## src/logic/bitbang_consts.svh

```systemverilog
`ifndef BITBANG_CONSTS_SVH
`define BITBANG_CONSTS_SVH

// mode codes carried by the bit-mode selection command
`define MODE_CODE_OFF 8'h00
`define MODE_CODE_ASYNC 8'h01
`define MODE_CODE_SYNC 8'h04

// reset values
`define DIR_MASK_RESET 8'h00
`define PIN_OUT_RESET 8'hFF
`define PIN_IN_RESET 8'hFF
`define WAKE_IN_RESET 1'b1

// timing: clock rate and the wake-up pulse length
`define CLK_MHZ 64'd250
`define WAKE_PULSE_NS 64'd20000000
`define WAKE_CYCLES ((`WAKE_PULSE_NS * `CLK_MHZ + 64'd999) / 64'd1000)
// idle clocks after a sync output change, so the synchroniser shows it
`define SYNC_SETTLE_CYCLES 2'h3

`endif

```

## src/logic/bitbang_pkg.sv

```systemverilog
package bitbang_pkg;

  typedef logic [7:0] pin_byte_t;

  typedef enum logic [1:0] {
    MODE_OFF = 2'b00,
    MODE_ASYNC = 2'b01,
    MODE_SYNC = 2'b10
  } port_mode_t;

  typedef enum logic [2:0] {
    ST_IDLE = 3'b000,
    ST_READ = 3'b001,
    ST_APPLY = 3'b010,
    ST_SETUP = 3'b011,
    ST_WRITE = 3'b100
  } sync_state_t;

endpackage

```

## src/logic/sync_if.sv

```systemverilog
`timescale 1ns/1ps
// carries a filtered, synchronised level from a synchroniser to its users
interface sync_if #(
  parameter int W = 8
);
  logic [W-1:0] level;

  modport src (output level);
  modport dst (input level);
endinterface

```

## src/logic/bitbang_port.sv

```systemverilog
`timescale 1ns/1ps
`include "bitbang_consts.svh"
module bitbang_port #(
  parameter int unsigned WAKE_CYCLES = 32'(`WAKE_CYCLES)
) (
  // clock and control
  input wire logic clk,
  input wire logic rst_n,
  input wire logic clk_en,
  // mode selection command
  input wire logic mode_cmd_valid,
  input wire logic [7:0] mode_cmd_code,
  input wire bitbang_pkg::pin_byte_t mode_cmd_mask,
  // baud generator tick
  input wire logic baud_tick,
  // host-to-device buffer
  input wire logic h2d_avail,
  input wire bitbang_pkg::pin_byte_t h2d_data,
  output logic h2d_pop,
  // device-to-host buffer
  input wire logic d2h_space,
  output logic d2h_push,
  output bitbang_pkg::pin_byte_t d2h_data,
  output logic d2h_flush,
  // parallel pins
  input wire bitbang_pkg::pin_byte_t pin_in,
  output bitbang_pkg::pin_byte_t pin_out,
  output bitbang_pkg::pin_byte_t pin_oe,
  output logic pin_sample_strobe_n,
  output logic pin_update_strobe_n,
  // flush and wake
  input wire logic flush_wake_n,
  input wire logic wake_pulldown_en,
  input wire logic suspended,
  output logic wake_request
);
  import bitbang_pkg::*;

  sync_if #(.W(8)) pins_sy ();
  sync_if #(.W(1)) wake_sy ();

  port_mode_t mode_q, mode_d;
  pin_byte_t dir_q, dir_d;
  pin_byte_t out_q, out_d;
  pin_byte_t sample_q, sample_d;
  pin_byte_t d2h_data_q, d2h_data_d;
  sync_state_t state_q, state_d;
  logic rd_n_q, rd_n_d;
  logic wr_n_q, wr_n_d;
  logic push_q, push_d;
  logic flush_q, flush_d;
  logic [1:0] settle_q, settle_d;
  logic wake_prev_q, wake_prev_d;
  logic wake_q, wake_d;
  logic wake_fired;
  logic wake_fall;
  logic async_take;
  logic sync_start;

  // external pins and the flush/wake line come from outside the clock domain
  pin_sync #(.W(8), .INIT(`PIN_IN_RESET)) u_pins_sync (
    .clk(clk),
    .rst_n(rst_n),
    .clk_en(clk_en),
    .raw(pin_in),
    .sy(pins_sy)
  );

  pin_sync #(.W(1), .INIT(`WAKE_IN_RESET)) u_wake_sync (
    .clk(clk),
    .rst_n(rst_n),
    .clk_en(clk_en),
    .raw(flush_wake_n),
    .sy(wake_sy)
  );

  low_pulse_timer #(.CYCLES(WAKE_CYCLES)) u_wake_timer (
    .clk(clk),
    .rst_n(rst_n),
    .clk_en(clk_en),
    .line(wake_sy),
    .fired(wake_fired)
  );

  // mode and direction mask come only from the selection command
  always_comb begin
    mode_d = mode_q;
    dir_d = dir_q;
    if (mode_cmd_valid) begin
      dir_d = mode_cmd_mask;
      case (mode_cmd_code)
        `MODE_CODE_ASYNC: mode_d = MODE_ASYNC;
        `MODE_CODE_SYNC: mode_d = MODE_SYNC;
        default: mode_d = MODE_OFF;
      endcase
    end
  end

  always_ff @(posedge clk) begin
    if (!rst_n) begin
      mode_q <= MODE_OFF;
      dir_q <= `DIR_MASK_RESET;
    end else if (clk_en) begin
      mode_q <= mode_d;
      dir_q <= dir_d;
    end
  end

  // async takes a byte only when one waits and the baud tick fires
  assign async_take = (mode_q == MODE_ASYNC) && h2d_avail && baud_tick;
  // sync needs a byte, room for its sample and pins that show the last byte
  assign sync_start = (mode_q == MODE_SYNC) && h2d_avail && d2h_space && (settle_q == 2'h0);

  // pops are combinational so the buffer sees them in the same cycle
  always_comb begin
    h2d_pop = 1'b0;
    if (clk_en && !mode_cmd_valid) begin
      h2d_pop = async_take || (state_q == ST_APPLY && mode_q == MODE_SYNC);
    end
  end

  // port sequencer: strobes, output latch and sample path
  always_comb begin
    state_d = state_q;
    out_d = out_q;
    sample_d = sample_q;
    d2h_data_d = d2h_data_q;
    rd_n_d = 1'b1;
    wr_n_d = 1'b1;
    push_d = 1'b0;
    settle_d = (settle_q != 2'h0) ? settle_q - 2'h1 : 2'h0;
    if (mode_cmd_valid) begin
      // a new command aborts any access and parks the strobes high
      state_d = ST_IDLE;
    end else if (mode_q == MODE_ASYNC) begin
      state_d = ST_IDLE;
      if (async_take) begin
        out_d = h2d_data;
        wr_n_d = 1'b0;
      end
      // async reads pins on the baud tick, dropped when no space
      if (baud_tick && d2h_space && rd_n_q) begin
        sample_d = pins_sy.level;
        rd_n_d = 1'b0;
      end
      if (!rd_n_q) begin
        push_d = 1'b1;
        d2h_data_d = sample_q;
      end
    end else if (mode_q == MODE_SYNC) begin
      // read strobe rests active between bytes, so its only rise hands on a sample
      rd_n_d = rd_n_q;
      case (state_q)
        ST_IDLE: begin
          if (sync_start) begin
            sample_d = pins_sy.level;
            rd_n_d = 1'b0;
            state_d = ST_READ;
          end
        end
        ST_READ: begin
          // sample goes out as the read strobe rises
          push_d = 1'b1;
          rd_n_d = 1'b1;
          d2h_data_d = sample_q;
          state_d = ST_APPLY;
        end
        ST_APPLY: begin
          out_d = h2d_data;
          rd_n_d = 1'b0;
          state_d = ST_SETUP;
        end
        ST_SETUP: begin
          // two clocks of data setup before the write strobe falls
          settle_d = `SYNC_SETTLE_CYCLES;
          state_d = ST_WRITE;
        end
        ST_WRITE: begin
          wr_n_d = 1'b0;
          state_d = ST_IDLE;
        end
        default: begin
          state_d = ST_IDLE;
        end
      endcase
    end else begin
      state_d = ST_IDLE;
    end
  end

  always_ff @(posedge clk) begin
    if (!rst_n) begin
      state_q <= ST_IDLE;
      out_q <= `PIN_OUT_RESET;
      sample_q <= `PIN_IN_RESET;
      d2h_data_q <= `PIN_IN_RESET;
      rd_n_q <= 1'b1;
      wr_n_q <= 1'b1;
      push_q <= 1'b0;
      settle_q <= 2'h0;
    end else if (clk_en) begin
      state_q <= state_d;
      out_q <= out_d;
      sample_q <= sample_d;
      d2h_data_q <= d2h_data_d;
      rd_n_q <= rd_n_d;
      wr_n_q <= wr_n_d;
      push_q <= push_d;
      settle_q <= settle_d;
    end
  end

  // flush on a falling edge unless the port is off, wake only after a long low and no pull-down
  assign wake_fall = wake_prev_q && !wake_sy.level[0];

  always_comb begin
    wake_prev_d = wake_sy.level[0];
    flush_d = wake_fall && (mode_q != MODE_OFF);
    wake_d = wake_fired && suspended && !wake_pulldown_en;
  end

  always_ff @(posedge clk) begin
    if (!rst_n) begin
      wake_prev_q <= 1'b1;
      flush_q <= 1'b0;
      wake_q <= 1'b0;
    end else if (clk_en) begin
      wake_prev_q <= wake_prev_d;
      flush_q <= flush_d;
      wake_q <= wake_d;
    end
  end

  // only pins marked as outputs are driven; pin_out carries the whole written byte unmasked
  assign pin_oe = (mode_q == MODE_OFF) ? 8'h00 : dir_q;
  assign pin_out = out_q;
  assign pin_sample_strobe_n = rd_n_q;
  assign pin_update_strobe_n = wr_n_q;
  assign d2h_push = push_q;
  assign d2h_data = d2h_data_q;
  assign d2h_flush = flush_q;
  assign wake_request = wake_q;

  property p_rd_rise_push;
    @(posedge clk) disable iff (!rst_n || !clk_en)
      ($rose(pin_sample_strobe_n) && !$past(mode_cmd_valid)) |-> d2h_push;
  endproperty
  a_rd_rise_push: assert property (p_rd_rise_push)
    else $error("read strobe rose without a sample push");

  property p_sync_order;
    @(posedge clk) disable iff (!rst_n || !clk_en || mode_cmd_valid)
      (h2d_pop && mode_q == MODE_SYNC) |=> !pin_sample_strobe_n && pin_out == $past(h2d_data)
        ##1 !pin_sample_strobe_n && pin_update_strobe_n ##1 !pin_update_strobe_n
        ##1 pin_update_strobe_n;
  endproperty
  a_sync_order: assert property (p_sync_order)
    else $error("sync strobe order broken");

  property p_sync_hold;
    @(posedge clk) disable iff (!rst_n || !clk_en)
      (mode_q == MODE_SYNC && !h2d_pop && !mode_cmd_valid) |=> $stable(pin_out);
  endproperty
  a_sync_hold: assert property (p_sync_hold)
    else $error("sync pins changed without a pop");

  property p_sync_push_with_write;
    @(posedge clk) disable iff (!rst_n || !clk_en || mode_cmd_valid)
      (d2h_push && mode_q == MODE_SYNC) |-> h2d_pop;
  endproperty
  a_sync_push_with_write: assert property (p_sync_push_with_write)
    else $error("sync sample returned without a write");

  property p_sync_lag;
    @(posedge clk) disable iff (!rst_n || !clk_en)
      (d2h_push && mode_q == MODE_SYNC) |-> d2h_data == $past(pins_sy.level, 2);
  endproperty
  a_sync_lag: assert property (p_sync_lag)
    else $error("sync sample not taken before output update");

  property p_sync_space;
    @(posedge clk) disable iff (!rst_n || !clk_en)
      (state_q == ST_READ) |-> $past(d2h_space);
  endproperty
  a_sync_space: assert property (p_sync_space)
    else $error("sync cycle started without buffer space");

  property p_async_hold;
    @(posedge clk) disable iff (!rst_n || !clk_en)
      (mode_q == MODE_ASYNC && !(h2d_avail && baud_tick)) |=> $stable(pin_out);
  endproperty
  a_async_hold: assert property (p_async_hold)
    else $error("async pins changed without data and tick");

  property p_async_write;
    @(posedge clk) disable iff (!rst_n || !clk_en)
      (h2d_pop && mode_q == MODE_ASYNC) |=> !pin_update_strobe_n && pin_out == $past(h2d_data)
        ##1 pin_update_strobe_n;
  endproperty
  a_async_write: assert property (p_async_write)
    else $error("async byte not applied with write strobe");

  property p_flush_edge;
    @(posedge clk) disable iff (!rst_n || !clk_en)
      (wake_fall && mode_q != MODE_OFF) |=> d2h_flush;
  endproperty
  a_flush_edge: assert property (p_flush_edge)
    else $error("falling flush edge not flagged");

  property p_dir_hold;
    @(posedge clk) disable iff (!rst_n || !clk_en)
      !mode_cmd_valid |=> $stable(dir_q);
  endproperty
  a_dir_hold: assert property (p_dir_hold)
    else $error("direction changed without a command");

  property p_mode_sel;
    @(posedge clk) disable iff (!rst_n || !clk_en)
      (mode_cmd_valid && mode_cmd_code == `MODE_CODE_SYNC) |=> mode_q == MODE_SYNC;
  endproperty
  a_mode_sel: assert property (p_mode_sel)
    else $error("sync mode code not taken");

  property p_idle_strobes;
    @(posedge clk) disable iff (!rst_n || !clk_en)
      (mode_q == MODE_OFF) |=> pin_sample_strobe_n && pin_update_strobe_n;
  endproperty
  a_idle_strobes: assert property (p_idle_strobes)
    else $error("strobe active while port is off");

  property p_wake_gate;
    @(posedge clk) disable iff (!rst_n || !clk_en)
      wake_request |-> !$past(wake_pulldown_en) && $past(suspended);
  endproperty
  a_wake_gate: assert property (p_wake_gate)
    else $error("wake raised with pull-down enabled");
endmodule

```

## src/logic/pin_sync.sv

```systemverilog
`timescale 1ns/1ps
module pin_sync #(
  parameter int W = 8,
  parameter logic [W-1:0] INIT = '1
) (
  // clock and control
  input wire logic clk,
  input wire logic rst_n,
  input wire logic clk_en,
  // raw pins and clean level
  input wire logic [W-1:0] raw,
  sync_if.src sy
);
  logic [W-1:0] ff1_q, ff2_q, ff3_q, clean_q;
  logic [W-1:0] ff1_d, ff2_d, ff3_d, clean_d;

  // a bit only moves once the second and third stage agree
  always_comb begin
    ff1_d = raw;
    ff2_d = ff1_q;
    ff3_d = ff2_q;
    clean_d = (ff3_q & ~(ff2_q ^ ff3_q)) | (clean_q & (ff2_q ^ ff3_q));
  end

  always_ff @(posedge clk) begin
    if (!rst_n) begin
      ff1_q <= INIT;
      ff2_q <= INIT;
      ff3_q <= INIT;
      clean_q <= INIT;
    end else if (clk_en) begin
      ff1_q <= ff1_d;
      ff2_q <= ff2_d;
      ff3_q <= ff3_d;
      clean_q <= clean_d;
    end
  end

  assign sy.level = clean_q;
endmodule

```

## src/logic/low_pulse_timer.sv

```systemverilog
`timescale 1ns/1ps
module low_pulse_timer #(
  parameter int unsigned CYCLES = 5000000
) (
  // clock and control
  input wire logic clk,
  input wire logic rst_n,
  input wire logic clk_en,
  // watched line and result
  sync_if.dst line,
  output logic fired
);
  localparam int CW = $clog2(CYCLES + 1);
  logic [CW-1:0] cnt_q, cnt_d;
  logic fired_q, fired_d;

  // count low cycles, saturate, fire once when the length is reached
  always_comb begin
    cnt_d = cnt_q;
    fired_d = 1'b0;
    if (line.level[0]) begin
      cnt_d = '0;
    end else if (cnt_q != CW'(CYCLES)) begin
      cnt_d = cnt_q + CW'(1);
      fired_d = (cnt_q == CW'(CYCLES - 1));
    end
  end

  always_ff @(posedge clk) begin
    if (!rst_n) begin
      cnt_q <= '0;
      fired_q <= 1'b0;
    end else if (clk_en) begin
      cnt_q <= cnt_d;
      fired_q <= fired_d;
    end
  end

  assign fired = fired_q;
endmodule

```

## config.mk

```make
export PLATFORM = sky130hd
export DESIGN_NAME = bitbang_port
export DESIGN_NICKNAME = d
export VERILOG_FILES = /design/src/logic/bitbang_pkg.sv /design/src/logic/sync_if.sv /design/src/logic/bitbang_port.sv /design/src/logic/pin_sync.sv /design/src/logic/low_pulse_timer.sv
export VERILOG_INCLUDE_DIRS = /design/src /design/src/logic
export SDC_FILE = /design/constraint.sdc
export NUM_CORES = 1
export LEC_CHECK = 0
export BUFFER_PORTS_ARGS = -buffer_cell sky130_fd_sc_hd__buf_2
export CORE_ASPECT_RATIO = 0.6
export CORE_MARGIN = 3
export CORE_UTILIZATION = 51
export CTS_CLUSTER_DIAMETER = 50
export DETAILED_ROUTE_END_ITERATION = 8
export HOLD_SLACK_MARGIN = 0.06
export PLACE_DENSITY = 0.86
export SLEW_MARGIN = 25
export SYNTH_ARGS = -nofsm -noshare
export SYNTH_HDL_FRONTEND = slang
export SYNTH_HIERARCHICAL = 1
export SYNTH_SLANG_ARGS = --single-unit
```

## constraint.sdc

```tcl
create_clock -name clk -period 2.4 [get_ports clk]
set_input_delay 0.6 -clock clk [delete_from_list [all_inputs] [get_ports clk]]
set_output_delay 0.6 -clock clk [all_outputs]
set_load 0.1 [all_outputs]
```

; Word-level counts from Yosys, hierarchy flattened
; Index checks and enable logic that the tools add are counted.
[op_classes]
addsub = 2
n_eq_ne = 15
n_mux = 46
bitwise = 11
n_reduce_logical = 35
[ops]
columns = cell, count
row1 = $mux W8, 14
row2 = $mux W23, 2
row3 = $add A23 B1 Y23 const B, 1
row4 = $eq A23 B23 Y1 const B, 1
row5 = $ne A23 B23 Y1 const B, 1
row6 = $mux W1, 18
row7 = $and A8 B8 Y8, 2
row8 = $reduce_bool A2 Y1, 8
row9 = $logic_and A1 B1 Y1, 13
row10 = $mux W3, 4
row11 = $pmux W3 S4, 1
row12 = $mux W2, 5
row13 = $reduce_and A5 Y1, 2
row14 = $eq A8 B1 Y1 const B, 1
row15 = $eq A8 B3 Y1 const B, 1
row16 = $not A8 Y8, 1
row17 = $or A8 B8 Y8, 1
row18 = $xor A8 B8 Y8, 1
row19 = $eq A3 B2 Y1 const B, 2
row20 = $ne A6 B3 Y1 const B, 1
row21 = $reduce_and A2 Y1, 3
row22 = $reduce_and A6 Y1, 1
row23 = $ne A5 B5 Y1 const B, 1
row24 = $logic_not A2 Y1, 2
row25 = 17 further kinds, 22
[totals]
register_bits = 105
in_bits = 42
output_inout_bits = 30
word_cells = 132

; Longest topological paths before layout
[depth]
word_depth = 9
ltp_mapped = 8
depth_no_buf = 6

; Cells and area by module
; The synthesis kept the hierarchy.
[by_module_without_submodules]
columns = module, n_inst, cells_each, area_per_inst_um2, seq_area_each_um2
row1 = bitbang_port, 1, 234, 2160.8, 900.9
row2 = low_pulse_timer, 1, 174, 1375.1, 480.5
row3 = pin_sync at u_pins_sync, 1, 119, 1217.4, 640.6
row4 = pin_sync at u_wake_sync, 1, 14, 142.6, 80.1

; Worst setup path before layout
; OpenSTA, ideal clock, no wires.
[synth_path]
kind = reg-to-output
start = reg mode_q[1]
end = out h2d_pop
t_arrival_ps = 2306
required_time_ps = 1800
path_slack_ps = -506
path_stages_with_launch = 6
n_path_buf = 1
cell_sequence = dfxtp_1 inv_1 ha_1 buf_6 nand3_1 a21oi_1
[synth_between]
elab_chain_cells = 5
word_cells_on_any_way = 7
classes_between = eq/ne: 2 / mux: 1 / reduce/logical: 4
[synth_lines]
columns = item, line
row1 = from (decl), bitbang_port.sv:42  ; port_mode_t mode_q, mode_d;
row2 = from (signal assigned), bitbang_port.sv:104  ; mode_q <= mode_d;
row3 = $eq A2 B1 Y1, bitbang_port.sv:110  ; assign async_take = (mode_q == MODE_ASYNC) && h2d_avail && baud_tick;
row4 = $logic_and A1 B1 Y1 (2 in series), bitbang_port.sv:110
row5 = $logic_or A1 B1 Y1 (*), bitbang_port.sv:118  ; h2d_pop = async_take || (state_q == ST_APPLY && mode_q == MODE_SYNC);
row6 = $mux W1 (*), bitbang_port.sv:117  ; if (clk_en && !mode_cmd_valid) begin
row7 = to (decl), bitbang_port.sv:19  ; output logic h2d_pop,
; Every way passes the cells marked *; elsewhere a longest branch is shown, timed or not.

; Final worst setup path
[layout_path]
start = reg u_wake_timer.cnt_q[21]
end = reg u_wake_timer.cnt_q[8]
[layout_between]
elab_chain_cells = 3
[layout_lines]
columns = item, line
row1 = from (decl), low_pulse_timer.sv:14  ; logic [CW-1:0] cnt_q, cnt_d;
row2 = from (signal assigned), low_pulse_timer.sv:34  ; cnt_q <= cnt_d;
row3 = $ne A23 B23 Y1, low_pulse_timer.sv:23  ; end else if (cnt_q != CW'(CYCLES)) begin
row4 = $reduce_bool A2 Y1 (no line), --
row5 = $reduce_and A2 Y1 (no line), --
; Every way passes these cells.
; A chain may end at the register's enable or synchronous reset.

==> out/results.txt <==
Run status: finished clean
Final clock skew: 0.007931 ns
Critical path peak fanout: 14
Max Clk Rate: 432.9 MHz
Vias per Instance: 5.620
Weighted congestion reported at the end of routability-driven placement: 0.8638
Number of buffers created by CTS: 9
Crit path cell chain: or4b_1, or4_4, o311ai_4, buf_6, or3_1, a21oi_1
Global routing usage on met2: 31.64%
Count of max-cap constraint violations: 0
Die Area: 0.01085 mm²
Worst Path Arrival: 2.54 ns
Congestion Overflow GR: 0
Wire length of the first global-routing pass: 18,410 µm
Number of search-and-repair iterations in the first detailed-routing pass: 4
Worst Max-Slew Pin Slew: 0.6013 ns
Via Count: 4,170
Worst VDD drop: 354.4 µV
Type of the tightest min-delay check: flop to flop
Worst relative slew slack: 59.91%
Number of hold buffers added after CTS: 0
Most utilized layer in the global route result: met2
Worst slack, placed: 0.09704 ns
Power per cell area: 596.4 mW/mm²
Setup Viol. Count Final: 0
Slowest Stage Delay on Critical Path: 0.58 ns
Remaining number of nets flagged by the antenna check after routing: 0
Number of global-route vias before repair: 3,855
Worst reg2reg path startpoint: u_wake_timer/cnt_q[21]
Level count of the clock H-tree: 3
Chip Width: 132.5 µm
Buffers added on ports: 71
Post-route fraction of the period consumed by the critical path: 96.26%
Clock network latency to the later pin of the worst-skew pair: 0.35 ns
Fraction of layout instances using a drive strength above 1: 19.93%
Final critical-path setup slack: 0.08986 ns
Setup TNS: 0 ns
Summed instance area of the synthesized netlist: 0.004896 mm²
Start point of the critical path: u_wake_timer/cnt_q[21]
Starting utilization of the core area: 52.89%
Clock net sink count: 105
Worst setup SP type: flop
WS Path Type: flop to flop
#FFs+latches synth: 105
Clock tree from TritonCTS: built
Average wire length per cell after detail routing: 15.02 µm
Routed WL: 11,150 µm
CP max-delay cell: sky130_fd_sc_hd__or4_4
Start point of the worst min-delay path: dir_q[3]
Detailed router's first-iteration violation count: 247
DP Wirelength: 7754 µm
Area growth syn-to-layout: 15.15%
Critical path data required time: 2.63 ns
Cell at the root of the clock tree: sky130_fd_sc_hd__clkbuf_16
Mean Syn Cell Area: 9.050 µm²
Post-synthesis sequential area ratio: 42.93%
Nets: 654
Setup bufs post-CTS: 0
Vertical die dimension: 81.90 µm
Final-report hold violation count: 0
Kind of capture point of the worst setup path: flop
Worst hold slack: 0.4524 ns
Gate Count Post-Synth: 541
Clk buf depth: 2
Antenna diode count: 0
GRT met3 Usage: 6.487%
YS warnings: 6
I/O pins: 72
Leakage component of the power: 2.147 nW
Filler cell count: 801
Count of final max-slew check failures: 0
Unrepaired setup endpoints after global routing: no
Row count: 27
Reg clk slew, reported paths: 0.07 ns
Antenna violations before repair: 0
DRC violation count after routing: 0
Count of unique library cells instantiated by Yosys: 59
Hold path depth: 2
GR Util met1: 28.27%
Worst r2r path cells: 6
Total core area: 0.009256 mm²
Number of nets in the synthesized netlist: 588
Largest net degree at the start of global routing: 98
All-layer global routing usage: 20.82%
Minimum clock period: 2.310 ns
Overall power after layout: 3.362 mW
==> per-stage QoR <==
stage | util [%] | cell area [µm²] | std cells
6_report | 60.91 | 5638 | 742
3_3_place_gp | 57.60 | 5331 | 726
2_1_floorplan | - | 4900 | 541
5_1_grt | 60.91 | 5638 | 742
4_1_cts | 60.65 | 5614 | 742
3_5_place_dp | 57.60 | 5331 | 726
==> flip-flops by register name, indices dropped and copies added, names as in the netlist, 2 cells and up, named ones only <==
register	count
u_pins_sync/ff3_q	8
u_wake_timer/cnt_q	23
u_pins_sync/ff2_q	8
d2h_data	8
sample_q	8
state_q	3
settle_q	2
mode_q	2
u_pins_sync/ff1_q	8
dir_q	8
pin_out	8
==> repair_timing <==
action,CTS,global route
setup endpoints to repair,1,15
gates resized for setup,1,8
cloned,0,0
==> layout by cell type (no fill, tap or decap), types with 3 or more instances in the layout <==
cell / n
sky130_fd_sc_hd__inv_1: 17
sky130_fd_sc_hd__o311ai_0: 6
sky130_fd_sc_hd__o21ai_1: 11
sky130_fd_sc_hd__nor2_1: 14
sky130_fd_sc_hd__or4_1: 9
sky130_fd_sc_hd__buf_4: 12
sky130_fd_sc_hd__nand3_1: 16
sky130_fd_sc_hd__or2b_1: 3
sky130_fd_sc_hd__clkbuf_4: 6
sky130_fd_sc_hd__nand2b_1: 7
sky130_fd_sc_hd__o311ai_1: 3
sky130_fd_sc_hd__or3_1: 7
sky130_fd_sc_hd__a21oi_1: 44
sky130_fd_sc_hd__o31ai_1: 4
sky130_fd_sc_hd__nand4_1: 3
sky130_fd_sc_hd__buf_2: 64
sky130_fd_sc_hd__ha_1: 4
sky130_fd_sc_hd__a31oi_1: 9
sky130_fd_sc_hd__a21boi_1: 5
sky130_fd_sc_hd__o211ai_1: 3
sky130_fd_sc_hd__clkbuf_16: 9
sky130_fd_sc_hd__nand2_1: 82
sky130_fd_sc_hd__a21boi_0: 10
sky130_fd_sc_hd__dfxtp_1: 105
sky130_fd_sc_hd__o21ai_0: 28
sky130_fd_sc_hd__nor3_1: 4
sky130_fd_sc_hd__nor4_1: 4
sky130_fd_sc_hd__mux2i_1: 44
sky130_fd_sc_hd__nor2b_1: 27
==> final timing paths <==
path / endpoint / slack, ns
max: u_wake_timer/cnt_q[8] / 0.09
min: dir_q[3] / 0.45
max reg2reg: u_wake_timer/cnt_q[8] / 0.09
min reg2reg: dir_q[3] / 0.45
==> worst max-delay path, delay by kind of cell (launching register included) <==
family                 cells  cell delay, ns
AOI/OAI and AO/OA          2            0.43
DFF                        1            0.33
and+or+nand+nor            3            1.23
buffers and inverters      1            0.20
==> kinds of logic after synthesis <==
kind of cell	Yosys count	synth area share, %
and+or+nand+nor	201	22.34
AOI/OAI and AO/OA	137	18.53
DFF	105	42.93
buffers and inverters	49	5.929
muxes	44	8.996
adders and majority gates	5	1.278
==> power breakdown <==
part	internal, mW	switching, mW	total [mW]
logic	0.0796	0.108	0.188
registers	1.77	0.0151	1.78
clock network	0.718	0.676	1.39
==> layout make-up <==
type	count	area (µm²)	share of cell area (%)
well taps	130	162.7	2.885
inverters	19	71.32	1.265
clock inverters	6	51.30	0.9099
repair buffers	85	506.7	8.988
multi-input cells	387	2515	44.61
clock buffers	10	229.0	4.061
flip-flops and latches	105	2102	37.28
==> cell usage after synthesis (all sizes together) <==
library cell | number | area [µm²]
a21boi | 15 | 112.6
a21o | 1 | 7.510
a21oi | 47 | 257.8
a31oi | 9 | 56.30
a32oi | 2 | 17.52
a41oi | 2 | 17.52
and2 | 1 | 6.260
and2b | 1 | 7.510
and3 | 2 | 12.51
and4 | 2 | 17.52
and4bb | 1 | 12.51
buf | 15 | 162.7
clkbuf | 15 | 56.30
clkinv | 1 | 3.750
dfxtp | 105 | 2102
ha | 5 | 62.56
inv | 18 | 67.56
mux2i | 44 | 440.4
nand2 | 82 | 307.8
nand2b | 7 | 43.79
nand3 | 17 | 85.08
nand3b | 2 | 15.01
nand4 | 3 | 18.77
nand4b | 2 | 23.77
nor2 | 15 | 58.81
nor2b | 27 | 168.9
nor3 | 5 | 30.03
nor4 | 6 | 50.04
nor4b | 2 | 32.53
o2111ai | 2 | 41.29
o211ai | 3 | 22.52
o21ai | 39 | 195.2
o221a | 2 | 22.52
o311ai | 10 | 105.1
o31ai | 5 | 51.30
or2b | 3 | 22.52
or3 | 7 | 43.79
or3b | 2 | 17.52
or4 | 10 | 78.82
or4b | 4 | 40.04
==> layer usage <==
metal | vias up | wire [µm] | share of wire [%]
met4 | 0 | 106 | 0.95
met5 | - | 0 | 0
met3 | 11 | 873 | 7.8
met2 | 140 | 4800 | 43
li1 | 2073 | - | -
met1 | 1946 | 5366 | 48
No activity file was read; power rests on OpenSTA's default activity.
